## src/core/fsp_pkg.sv

```systemverilog
// Package for the flash sector protection host controller.
// Assumes a 100 MHz pclk and an APB master in software's place.
//
// How it works
// - Host protects all before unprotect cycle
// - Unprotect clears all; host reprotects needed
// - High voltage hard-clear enables bus algorithm
// - Host always drives boot-lock defined
package fsp_pkg;
  // ==========================================================
  // Register map (APB byte addresses)
  localparam logic [7:0] REG_CTRL = 8'h00;
  localparam logic [7:0] REG_SECT = 8'h04;
  localparam logic [7:0] REG_STAT = 8'h08;
  localparam logic [7:0] REG_RDAT = 8'h0C;
  // CTRL fields
  localparam int CTRL_GO = 0;
  localparam int CTRL_CMD_LSB = 1;
  localparam int CTRL_HV = 4;
  localparam int CTRL_WP = 5;
  localparam int CTRL_ALT = 6;
  localparam int CTRL_SECURE = 7;
  // STAT fields
  localparam int STAT_BUSY = 0;
  localparam int STAT_PROT = 1;
  localparam int STAT_IND = 2;
  localparam int STAT_SECURE = 3;
  localparam int STAT_ERR = 4;
  localparam int STAT_WPLOW = 5;
  // ==========================================================
  // Device pin codes
  localparam logic [7:0] ID_PROT = 8'h01;
  localparam logic [7:0] ID_UNPROT = 8'h00;
  localparam logic [7:0] IND_MASK = 8'h80;
  localparam logic [7:0] BOOT_LOW_LAST = 8'h01;
  localparam logic [7:0] BOOT_HIGH_FIRST = 8'hFE;
  localparam logic [7:0] SMALL_GROUP_TOP = 8'h07;
  localparam int SECURE_KBYTES = 64;
  // ==========================================================
  // Timing
  localparam int CLK_NS = 10;
  localparam int CYCLE_NS = 100;
  localparam logic [7:0] CYCLE_CNT = 8'(CYCLE_NS / CLK_NS);
  typedef enum logic [2:0] {
    FSP_IDLE = 3'b000,
    FSP_ADDR = 3'b001,
    FSP_STRB = 3'b011,
    FSP_HOLD = 3'b010,
    FSP_DONE = 3'b110
  } fsp_state_t;
  typedef enum logic [2:0] {
    FSP_CMD_PROT = 3'h0,
    FSP_CMD_UNPROT = 3'h1,
    FSP_CMD_VERIFY = 3'h2,
    FSP_CMD_IND = 3'h3,
    FSP_CMD_ENTER = 3'h4,
    FSP_CMD_EXIT = 3'h5,
    FSP_CMD_RDSYNC = 3'h6
  } fsp_cmd_t;
  typedef struct packed {
    logic [19:0] addr;
    logic [7:0] dq_o;
    logic dq_oe;
    logic ce_n;
    logic oe_n;
    logic we_n;
    logic hv_clear;
    logic hv_addr9;
    logic hv_oe;
    logic boot_lock;
  } fsp_pins_t;
  typedef struct packed {
    fsp_state_t st;
    logic [2:0] cmd;
    logic [1:0] step;
    logic [7:0] cnt;
    logic [7:0] sect;
    logic [7:0] rdat;
    logic hv;
    logic wp;
    logic alt;
    logic busy;
    logic err;
    logic prot;
    logic ind;
    logic secure;
    logic [31:0] prdata;
    logic pready;
    fsp_pins_t pin;
  } fsp_state_s_t;
endpackage : fsp_pkg

```

## src/core/fsp_host.sv

```systemverilog
// Host controller driving the flash protection pins from APB orders.
// Assumes an APB master on pclk and the device's bus on the pin side.
`timescale 1ns/1ps
module fsp_host (
  input wire logic pclk,
  input wire logic presetn,
  input wire logic psel,
  input wire logic penable,
  input wire logic pwrite,
  input wire logic [7:0] paddr,
  input wire logic [31:0] pwdata,
  output logic [31:0] prdata,
  output logic pready,
  output logic pslverr,
  output fsp_pkg::fsp_pins_t pins,
  input wire logic [7:0] dq_i
);
  fsp_pkg::fsp_state_s_t s_r;
  fsp_pkg::fsp_state_s_t s_nxt;
  logic [7:0] dq_s1_r;
  logic [7:0] dq_s2_r;
  logic [7:0] dq_s3_r;
  logic dq_stable;

  // ==========================================================
  // Pin input synchroniser; change counts once stages 2 and 3 agree
  always_ff @(posedge pclk or negedge presetn) begin
    if (!presetn) begin
      dq_s1_r <= 8'h00;
      dq_s2_r <= 8'h00;
      dq_s3_r <= 8'h00;
    end else begin
      dq_s1_r <= dq_i;
      dq_s2_r <= dq_s1_r;
      dq_s3_r <= dq_s2_r;
    end
  end
  assign dq_stable = (dq_s2_r == dq_s3_r);

  function automatic logic is_addr(input logic [7:0] a, input logic [7:0] r);
    is_addr = (a == r);
  endfunction : is_addr

  function automatic fsp_pkg::fsp_cmd_t fsp_state_cmd(input logic [2:0] c);
    fsp_state_cmd = fsp_pkg::fsp_cmd_t'(c);
  endfunction : fsp_state_cmd

  // ==========================================================
  // Next state
  always_comb begin
    logic wr;
    logic rd;
    logic [31:0] w;
    s_nxt = s_r;
    // Write lands at the access edge, where pready is seen high
    wr = psel && penable && pwrite && s_r.pready;
    rd = psel && !penable;
    w = pwdata;
    s_nxt.pready = psel && !penable;
    if (rd) begin
      s_nxt.prdata = 32'h0000_0000;
      if (is_addr(paddr, fsp_pkg::REG_CTRL)) begin
        s_nxt.prdata[fsp_pkg::CTRL_CMD_LSB +: 3] = s_r.cmd;
        s_nxt.prdata[fsp_pkg::CTRL_HV] = s_r.hv;
        s_nxt.prdata[fsp_pkg::CTRL_WP] = s_r.wp;
        s_nxt.prdata[fsp_pkg::CTRL_ALT] = s_r.alt;
      end else if (is_addr(paddr, fsp_pkg::REG_SECT)) begin
        s_nxt.prdata[7:0] = s_r.sect;
      end else if (is_addr(paddr, fsp_pkg::REG_STAT)) begin
        s_nxt.prdata[fsp_pkg::STAT_BUSY] = s_r.busy;
        s_nxt.prdata[fsp_pkg::STAT_PROT] = s_r.prot;
        s_nxt.prdata[fsp_pkg::STAT_IND] = s_r.ind;
        s_nxt.prdata[fsp_pkg::STAT_SECURE] = s_r.secure;
        s_nxt.prdata[fsp_pkg::STAT_ERR] = s_r.err;
        s_nxt.prdata[fsp_pkg::STAT_WPLOW] = !s_r.wp;
      end else if (is_addr(paddr, fsp_pkg::REG_RDAT)) begin
        s_nxt.prdata[7:0] = s_r.rdat;
      end
    end
    if (wr && is_addr(paddr, fsp_pkg::REG_SECT) && !s_r.busy) begin
      s_nxt.sect = w[7:0];
    end
    if (wr && is_addr(paddr, fsp_pkg::REG_CTRL) && !s_r.busy) begin
      s_nxt.hv = w[fsp_pkg::CTRL_HV];
      s_nxt.wp = w[fsp_pkg::CTRL_WP];
      s_nxt.alt = w[fsp_pkg::CTRL_ALT];
      s_nxt.cmd = w[fsp_pkg::CTRL_CMD_LSB +: 3];
      if (w[fsp_pkg::CTRL_GO]) begin
        // Bus algorithm needs high voltage on hard-clear or alt pins
        if ((w[fsp_pkg::CTRL_CMD_LSB +: 3] <= 3'(fsp_pkg::FSP_CMD_UNPROT))
            && !w[fsp_pkg::CTRL_HV] && !w[fsp_pkg::CTRL_ALT]) begin
          s_nxt.err = 1'b1;
        end else begin
          s_nxt.err = 1'b0;
          s_nxt.busy = 1'b1;
          s_nxt.st = fsp_pkg::FSP_ADDR;
          s_nxt.cnt = 8'h00;
        end
      end
    end
    s_nxt.pin.hv_clear = s_nxt.hv;
    s_nxt.pin.hv_addr9 = s_nxt.alt;
    s_nxt.pin.hv_oe = s_nxt.alt;
    s_nxt.pin.boot_lock = s_nxt.wp;
    if (s_r.st != fsp_pkg::FSP_IDLE) begin
      s_nxt.cnt = s_r.cnt + 8'h01;
    end
    case (s_r.st)
      fsp_pkg::FSP_IDLE: begin
        s_nxt.pin.ce_n = 1'b1;
        s_nxt.pin.we_n = 1'b1;
        s_nxt.pin.oe_n = 1'b1;
        s_nxt.pin.dq_oe = 1'b0;
      end
      fsp_pkg::FSP_ADDR: begin
        s_nxt.pin.ce_n = 1'b0;
        s_nxt.pin.addr = {s_r.sect, 12'h000};
        s_nxt.pin.addr[1:0] = 2'b00;
        case (fsp_state_cmd(s_r.cmd))
          fsp_pkg::FSP_CMD_UNPROT: s_nxt.pin.addr[6] = 1'b1;
          fsp_pkg::FSP_CMD_VERIFY: s_nxt.pin.addr[1:0] = 2'b10;
          fsp_pkg::FSP_CMD_IND: s_nxt.pin.addr[1:0] = 2'b11;
          default: s_nxt.pin.addr[6] = 1'b0;
        endcase
        if (s_r.cmd <= 3'(fsp_pkg::FSP_CMD_UNPROT) || s_r.cmd >= 3'(fsp_pkg::FSP_CMD_ENTER)) begin
          s_nxt.pin.dq_oe = 1'b1;
          s_nxt.pin.dq_o = {5'h00, s_r.cmd};
        end
        s_nxt.st = fsp_pkg::FSP_STRB;
        s_nxt.cnt = 8'h00;
      end
      fsp_pkg::FSP_STRB: begin
        if (s_r.pin.dq_oe) begin
          s_nxt.pin.we_n = 1'b0;
        end else begin
          s_nxt.pin.oe_n = 1'b0;
        end
        if (s_r.cnt == fsp_pkg::CYCLE_CNT) begin
          s_nxt.st = fsp_pkg::FSP_HOLD;
          s_nxt.cnt = 8'h00;
        end
      end
      fsp_pkg::FSP_HOLD: begin
        if (!s_r.pin.dq_oe && dq_stable) begin
          s_nxt.rdat = dq_s3_r;
          if (fsp_state_cmd(s_r.cmd) == fsp_pkg::FSP_CMD_VERIFY) begin
            s_nxt.prot = (dq_s3_r == fsp_pkg::ID_PROT);
          end
          if (fsp_state_cmd(s_r.cmd) == fsp_pkg::FSP_CMD_IND) begin
            s_nxt.ind = |(dq_s3_r & fsp_pkg::IND_MASK);
          end
        end
        s_nxt.pin.we_n = 1'b1;
        s_nxt.pin.oe_n = 1'b1;
        s_nxt.st = fsp_pkg::FSP_DONE;
      end
      fsp_pkg::FSP_DONE: begin
        s_nxt.pin.ce_n = 1'b1;
        s_nxt.pin.dq_oe = 1'b0;
        if (fsp_state_cmd(s_r.cmd) == fsp_pkg::FSP_CMD_ENTER) s_nxt.secure = 1'b1;
        if (fsp_state_cmd(s_r.cmd) == fsp_pkg::FSP_CMD_EXIT) s_nxt.secure = 1'b0;
        s_nxt.busy = 1'b0;
        s_nxt.st = fsp_pkg::FSP_IDLE;
      end
      default: s_nxt.st = fsp_pkg::FSP_IDLE;
    endcase
  end

  // ==========================================================
  // State register; boot-lock defaults high so it is never floating
  always_ff @(posedge pclk or negedge presetn) begin
    if (!presetn) begin
      s_r <= '0;
      s_r.wp <= 1'b1;
      s_r.pin.boot_lock <= 1'b1;
      s_r.pin.ce_n <= 1'b1;
      s_r.pin.oe_n <= 1'b1;
      s_r.pin.we_n <= 1'b1;
    end else begin
      s_r <= s_nxt;
    end
  end

  assign prdata = s_r.prdata;
  assign pready = s_r.pready;
  assign pslverr = 1'b0;
  assign pins = s_r.pin;

  // ==========================================================
  property p_strobe_len;
    @(posedge pclk) disable iff (!presetn)
      (s_r.st == fsp_pkg::FSP_ADDR) |=> (s_r.st == fsp_pkg::FSP_STRB && s_r.cnt == 8'h00)
      ##10 (s_r.st == fsp_pkg::FSP_STRB && s_r.cnt == fsp_pkg::CYCLE_CNT) ##1
      (s_r.st == fsp_pkg::FSP_HOLD);
  endproperty
  a_strobe_len: assert property (p_strobe_len) else $error("strobe length wrong");
  property p_strobe_bound;
    @(posedge pclk) disable iff (!presetn)
      (s_r.st == fsp_pkg::FSP_STRB) |-> (s_r.cnt <= fsp_pkg::CYCLE_CNT);
  endproperty
  a_strobe_bound: assert property (p_strobe_bound) else $error("strobe overrun");
  property p_hv_follows;
    @(posedge pclk) disable iff (!presetn)
      (psel && penable && pwrite && s_r.pready && paddr == fsp_pkg::REG_CTRL && !s_r.busy)
      |=> (s_r.pin.hv_clear == $past(pwdata[fsp_pkg::CTRL_HV]));
  endproperty
  a_hv_follows: assert property (p_hv_follows) else $error("hard-clear lags");
  property p_no_prot_without_hv;
    @(posedge pclk) disable iff (!presetn)
      (s_r.st == fsp_pkg::FSP_STRB && s_r.cmd <= 3'(fsp_pkg::FSP_CMD_UNPROT))
      |-> (s_r.pin.hv_clear || s_r.pin.hv_addr9);
  endproperty
  a_no_prot_without_hv: assert property (p_no_prot_without_hv) else $error("no high voltage");
  property p_wp_driven;
    @(posedge pclk) disable iff (!presetn) s_r.pin.boot_lock == s_r.wp;
  endproperty
  a_wp_driven: assert property (p_wp_driven) else $error("boot-lock not driven");
  property p_alt_pair;
    @(posedge pclk) disable iff (!presetn) s_r.pin.hv_addr9 == s_r.pin.hv_oe;
  endproperty
  a_alt_pair: assert property (p_alt_pair) else $error("alternate pins split");
  property p_busy_clears;
    @(posedge pclk) disable iff (!presetn)
      (s_r.st == fsp_pkg::FSP_DONE) |=> !s_r.busy ##0 (s_r.st == fsp_pkg::FSP_IDLE);
  endproperty
  a_busy_clears: assert property (p_busy_clears) else $error("busy stuck");
  property p_enter_maps;
    @(posedge pclk) disable iff (!presetn)
      (s_r.st == fsp_pkg::FSP_DONE && s_r.cmd == 3'(fsp_pkg::FSP_CMD_ENTER)) |=> s_r.secure;
  endproperty
  a_enter_maps: assert property (p_enter_maps) else $error("enter not taken");
  property p_exit_unmaps;
    @(posedge pclk) disable iff (!presetn)
      (s_r.st == fsp_pkg::FSP_DONE && s_r.cmd == 3'(fsp_pkg::FSP_CMD_EXIT)) |=> !s_r.secure;
  endproperty
  a_exit_unmaps: assert property (p_exit_unmaps) else $error("exit not taken");
endmodule : fsp_host

```

## config.mk

```make
export PLATFORM = sky130hd
export DESIGN_NAME = fsp_host
export DESIGN_NICKNAME = d
export VERILOG_FILES = /design/src/core/fsp_pkg.sv /design/src/core/fsp_host.sv
export SDC_FILE = /design/constraint.sdc
export NUM_CORES = 1
export LEC_CHECK = 0
export BUFFER_PORTS_ARGS = -buffer_cell sky130_fd_sc_hd__buf_2
export CORE_ASPECT_RATIO = 0.7
export CORE_MARGIN = 2
export CORE_UTILIZATION = 52
export DETAILED_ROUTE_END_ITERATION = 16
export GPL_ROUTABILITY_DRIVEN = 0
export PLACE_DENSITY = 0.77
export SLEW_MARGIN = 10
export SYNTH_ARGS = -nofsm -noshare
export SYNTH_HDL_FRONTEND = slang
export SYNTH_SLANG_ARGS = --single-unit
```

## constraint.sdc

```tcl
create_clock -name pclk -period 1.8 [get_ports pclk]
set_input_delay 0.09 -clock pclk [delete_from_list [all_inputs] [get_ports pclk]]
set_output_delay 0.09 -clock pclk [all_outputs]
set_load 0.02 [all_outputs]
```

# Yosys cells after proc, flatten, opt, wreduce, memory -nomap -nowiden

Cells that the tools add are included.

Flip-flop bits (word level): 89
Latch bits: 0
RAM bits: 0
ROM bits: 0
Input bits: 53
Output and inout port bits: 70
Word-level logic and storage cells: 117
Memories kept: 0

$add $sub $neg: 1
Multiply operators: 0
Div/mod/pow operators: 0
$lt $le $gt $ge: 3
Equal/unequal tests: 19
Shift operators: 0
Mux-type cells: 32
Bitwise operators: 0
Reductions and logical operators: 38

Operators by type and width:

| operator              | count |
|---|---|
| $mux W8               | 7 |
| $eq A8 B4 Y1 const B  | 3 |
| $mux W6               | 3 |
| $pmux W8 S2           | 1 |
| $reduce_and A2 Y1     | 7 |
| $eq A3 B2 Y1 const B  | 4 |
| $pmux W2 S2           | 3 |
| $pmux W3 S4           | 1 |
| $logic_and A1 B1 Y1   | 11 |
| $mux W1               | 11 |
| $reduce_bool A2 Y1    | 5 |
| $eq A3 B3 Y1 const B  | 3 |
| $mux W3               | 3 |
| $reduce_and A3 Y1     | 3 |
| $add A8 B1 Y8 const B | 1 |
| $eq A8 B1 Y1 const B  | 1 |
| $eq A8 B3 Y1 const B  | 1 |
| $eq A8 B8 Y1          | 1 |
| $logic_not A8 Y1      | 1 |
| $eq A3 B1 Y1 const B  | 2 |
| $le A3 B1 Y1 const B  | 2 |
| $logic_not A1 Y1      | 6 |
| $mux W2               | 3 |
| $ne A2 B2 Y1 const B  | 3 |
| other kinds (6)       | 7 |

# Depth between registers and ports, before layout

Depth in word-level cells: 9
Gate-level depth with buffers: 6
Depth with buffers taken out: 5

# Least setup slack after synthesis

OpenSTA, ideal clock, no wires.

Kind: register to register
Start point: register s_r, in the netlist pready
End point: register s_r[85] (netlist name)
Setup time: 0.125 ns
Arrival: 1.392 ns
Data required time: 1.675 ns
Path slack: 0.284 ns
Stages on the path, launching flop included: 5
Path buffers: 0
Period minus slack after synthesis: 1.516 ns
Cell sequence: dfrtp_1 -> and4bb_2 -> and3_2 -> nand3_4 -> mux2_2

Longest elaborated chain between the ends: 3

RTL lines:

| element                           | line            | text |
|---|---|---|
| from (decl)                       | fsp_host.sv:18  | `fsp_pkg::fsp_state_s_t s_r;` |
| from (signal assigned)            | fsp_host.sv:180 | `s_r <= s_nxt;` |
| $logic_and A1 B1 Y1               | fsp_host.sv:56  | `wr = psel && penable && pwrite && s_r.pready;` |
| $logic_and A1 B1 Y1 (2 in series) | fsp_host.sv:80  | `if (wr && is_addr(paddr, fsp_pkg::REG_SECT) && !s_r.busy) begin` |

No other way between the ends.
A chain may end at the register's enable or synchronous reset.

==> results.tsv <==
stage	metric	value	unit
timing	drv_slew	0	
timing	rsz0062_at_grt	false	
logic_synthesis	synth_seq_cells	89	
power	power	4731	uW
logic_synthesis	ys.flop_type	dfrtp_1	
place	dp.cells	511	
logic_synthesis	avgSynthCellArea	11.25	um^2
global_routing	overflow	0	
place	hpwl	6006	um
clocking	cts_tree	done	
clocking	clk_path_buf_depth	2	
worst_setup_path	r2r_end	s_r[106]	
worst_setup_path	ff2ff_setup_slack	0.18	ns
worst_setup_path	path_cells	and4bb_2 > nand4_4 > o21a_1 > nor3_2	
layout	fillCellCount	645	
logic_synthesis	syn_area	4297	um^2
floorplan	die_area	9017	um^2
drt	wire_per_inst	15.42	um
floorplan	io_pins	123	
outcome	status	finished clean	
timing	finalCriticalPeriod	1.624	ns
global_routing	antenna_found_initial	0	
worst_setup_path	worstPathBufferInverterCount	0	
drt	drcViolationCount	0	
worst_setup_path	reg2reg_from	s_r[73]	
layout	diodes	0	
layout	area_delta_synth_final	10.40	%
clocking	numCtsBuffers	9	
drt	wirelength	8296	um
layout	seqCellArea	2232	um^2
logic_synthesis	yosysSeqAreaShare	51.95	%
power	power.density	997.5	nW/um^2
clocking	worstSkewPairLatency	0.34	ns
drt	vias_per_cell	5.232	
layout	fin_nets	487	
logic_synthesis	async_flop_share	100.0	%
timing	hold_viol	0	
logic_synthesis	synth_edf_count	0	
timing	max_freq	615.8	MHz
worst_setup_path	crit_family	simple AND/OR/NAND/NOR gates	
place	port_buffers	59	
timing	setup_viol	0	
global_routing	grt_max_degree	35	
clocking	cts.clk_slew.worst_paths	0.06	ns
logic_synthesis	ys_types	52	
worst_setup_path	cpMaxStageDelayCell	dfrtp_1	
layout	finalNonFillerCells	538	
worst_setup_path	worstPathArrival	1.88	ns
worst_setup_path	cpPeakStageDelay	0.41	ns
clocking	clock_sinks	89	
worst_setup_path	critPathRequiredTime	2.06	ns
timing	final.setup.tns	0	ns
timing	period_share	90.22	%
layout	multiInputGateArea	1593	um^2
floorplan	core_area	7939	um^2
global_routing	grt_pass1_vias	2714	
drt	first_iter_violations	243	
drt	ant_nets	0	
hold_path	whs_path_depth	2	
timing	skew	0.006944	ns
global_routing	track_usage	19.83	%
logic_synthesis	yosys_warnings	0	
global_routing	grt_pass1_wl	13530	um
run	maxCapViolations	0	
power	vdd_drop_max	596.3	uV
floorplan	die_y	80.05	um
floorplan	die_width	112.6	um
worst_setup_path	start_kind	flip-flop	
hold_path	hp-class	primary input to flip-flop	
power	p_leak	0.002413	uW
hold_path	hold_start	pwdata[1]	
floorplan	num_rows	27	
logic_synthesis	synthCells	382	
worst_setup_path	critPathKind	flip-flop to flip-flop	
worst_setup_path	crit_path_max_fanout	17	
hold_path	hold_end	s_r[86]	
drt	dr.pass1.iters	4	
worst_setup_path	end_kind	flip-flop	
clocking	cts-resized-gates	0	
layout	final_layout_size_suffix_gt1_share	30.66	%
drt	vias	2815	
worst_setup_path	reg2regPathDepth	4	
clocking	cts-root-buf	clkbuf_16	
clocking	htreeDepth	3	
floorplan	floorplan.initialDensity	54.12	%
-- per-layer routing --
layer	global-route usage [%]	vias to the layer above	routed length, um
li1	-	1303	-
met2	30.96	105	3875
met5	0	-	0
met1	25.92	1393	3653
met3	6.792	14	651
met4	7.317	0	116
-- state kept, by name (all words and copies together) (netlist names) --
name	flops
pready	1
pins	21
dq_s1_r	8
dq_s3_r	8
prdata	8
dq_s2_r	8
s_r	35
-- cells by family (layout without fill, tap and decap cells) --
group / count (synthesis) / in the layout / synth area share (%)
compound gates: 49 / 49 / 7.047
xor+xnor: 8 / 8 / 1.631
fa+ha+maj: 2 / 2 / 0.5823
buf+inv: 87 / 104 / 14.30
flops: 89 / 89 / 51.95
mux: 33 / 33 / 9.639
other cells: 1 / 39 / 0.08728
simple gates: 113 / 113 / 14.76
-- layout make-up --
| type | instances | area share, % |
|---|---|---|
| clock buffer | 15 | 5.434 |
| tap | 101 | 2.664 |
| sequential | 89 | 47.06 |
| inverter | 7 | 0.5539 |
| timing repair buffer | 81 | 10.60 |
| multi-input combinational | 244 | 33.58 |
| clock inverter | 1 | 0.1055 |
-- worst max-delay path by stage --
stage                to        from  slack [ns]  cells past startpoint
4_1_cts         s_r[81]  dq_s3_r[6]        0.17                      4
3_5_place_dp    s_r[84]  dq_s3_r[6]        0.18                      4
6_report       s_r[106]     s_r[73]        0.18                      4
5_1_grt         s_r[81]  dq_s3_r[6]        0.06                      4
3_3_place_gp    s_r[83]  dq_s3_r[6]        0.21                      4
2_1_floorplan   s_r[85]      pready        0.28                      4
-- power by group --
part | internal, uW | switching [uW]
registers | 2130 | 132
logic | 313 | 486
clock network | 973 | 697
total | 3420 | 1320
-- through the flow --
step	setup slack, ns	hold WS, ns	cell area (um^2)	utilization, %
2_1_floorplan	0.2837	-0.2056	4439	-
3_3_place_gp	0.2056	0.02429	4370	55.05
3_5_place_dp	0.1785	0.03149	4370	55.05
4_1_cts	0.1689	0.007366	4743	59.75
5_1_grt	0.06020	0.02211	4743	59.75
6_report	0.1760	0.01605	4743	59.75
-- cell usage after synthesis (3+ instances only) --
library cell   n  area [um^2]
nand2_1       53        198.9
o21ai_0       14        70.07
mux2_2        27        304.0
a31oi_1        3        18.77
clkbuf_1       5        18.77
o31ai_1        3        22.52
mux4_2         4        90.09
a21oi_1       13        65.06
nand2b_1       6        37.54
nand4_1        4        25.02
xor2_1         5        43.79
inv_1          7        26.28
dfstp_2        4        105.1
buf_2          3        15.01
xnor2_1        3        26.28
dfrtp_1       85         2127
nor2_1        15        56.30
o211ai_1       6        45.04
or2_2          4        25.02
buf_4         69        518.0
nand3_1        9        45.04
-- what timing repair did --
action | 4_1_cts | 5_1_grt
hold buffers | 11 | 0
endpoints found under the hold margin | 35 | 0
buffers inserted | 0 | 0
-- cells in the final DEF (no fill, tap or decap), types with 2 or more instances in the layout --
cell           count
a21oi_1           13
a31oi_1            3
buf_2             58
buf_4             11
clkbuf_1           5
clkbuf_16          9
conb_1            39
dfrtp_1           85
dfstp_2            4
dlygate4sd3_1     11
ha_1               2
inv_1              7
mux2_2            27
mux2i_1            2
mux4_2             4
nand2_1           53
nand2b_1           6
nand3_1            9
nand3_4            2
nand4_1            4
nor2_1            15
nor2b_1            2
nor3_2             2
nor4_1             2
nor4_4             2
o211ai_1           6
o21a_1             2
o21ai_0           14
o31ai_1            3
or2_2              4
xnor2_1            3
xor2_1             5
No activity file was read; power rests on OpenSTA's default activity.
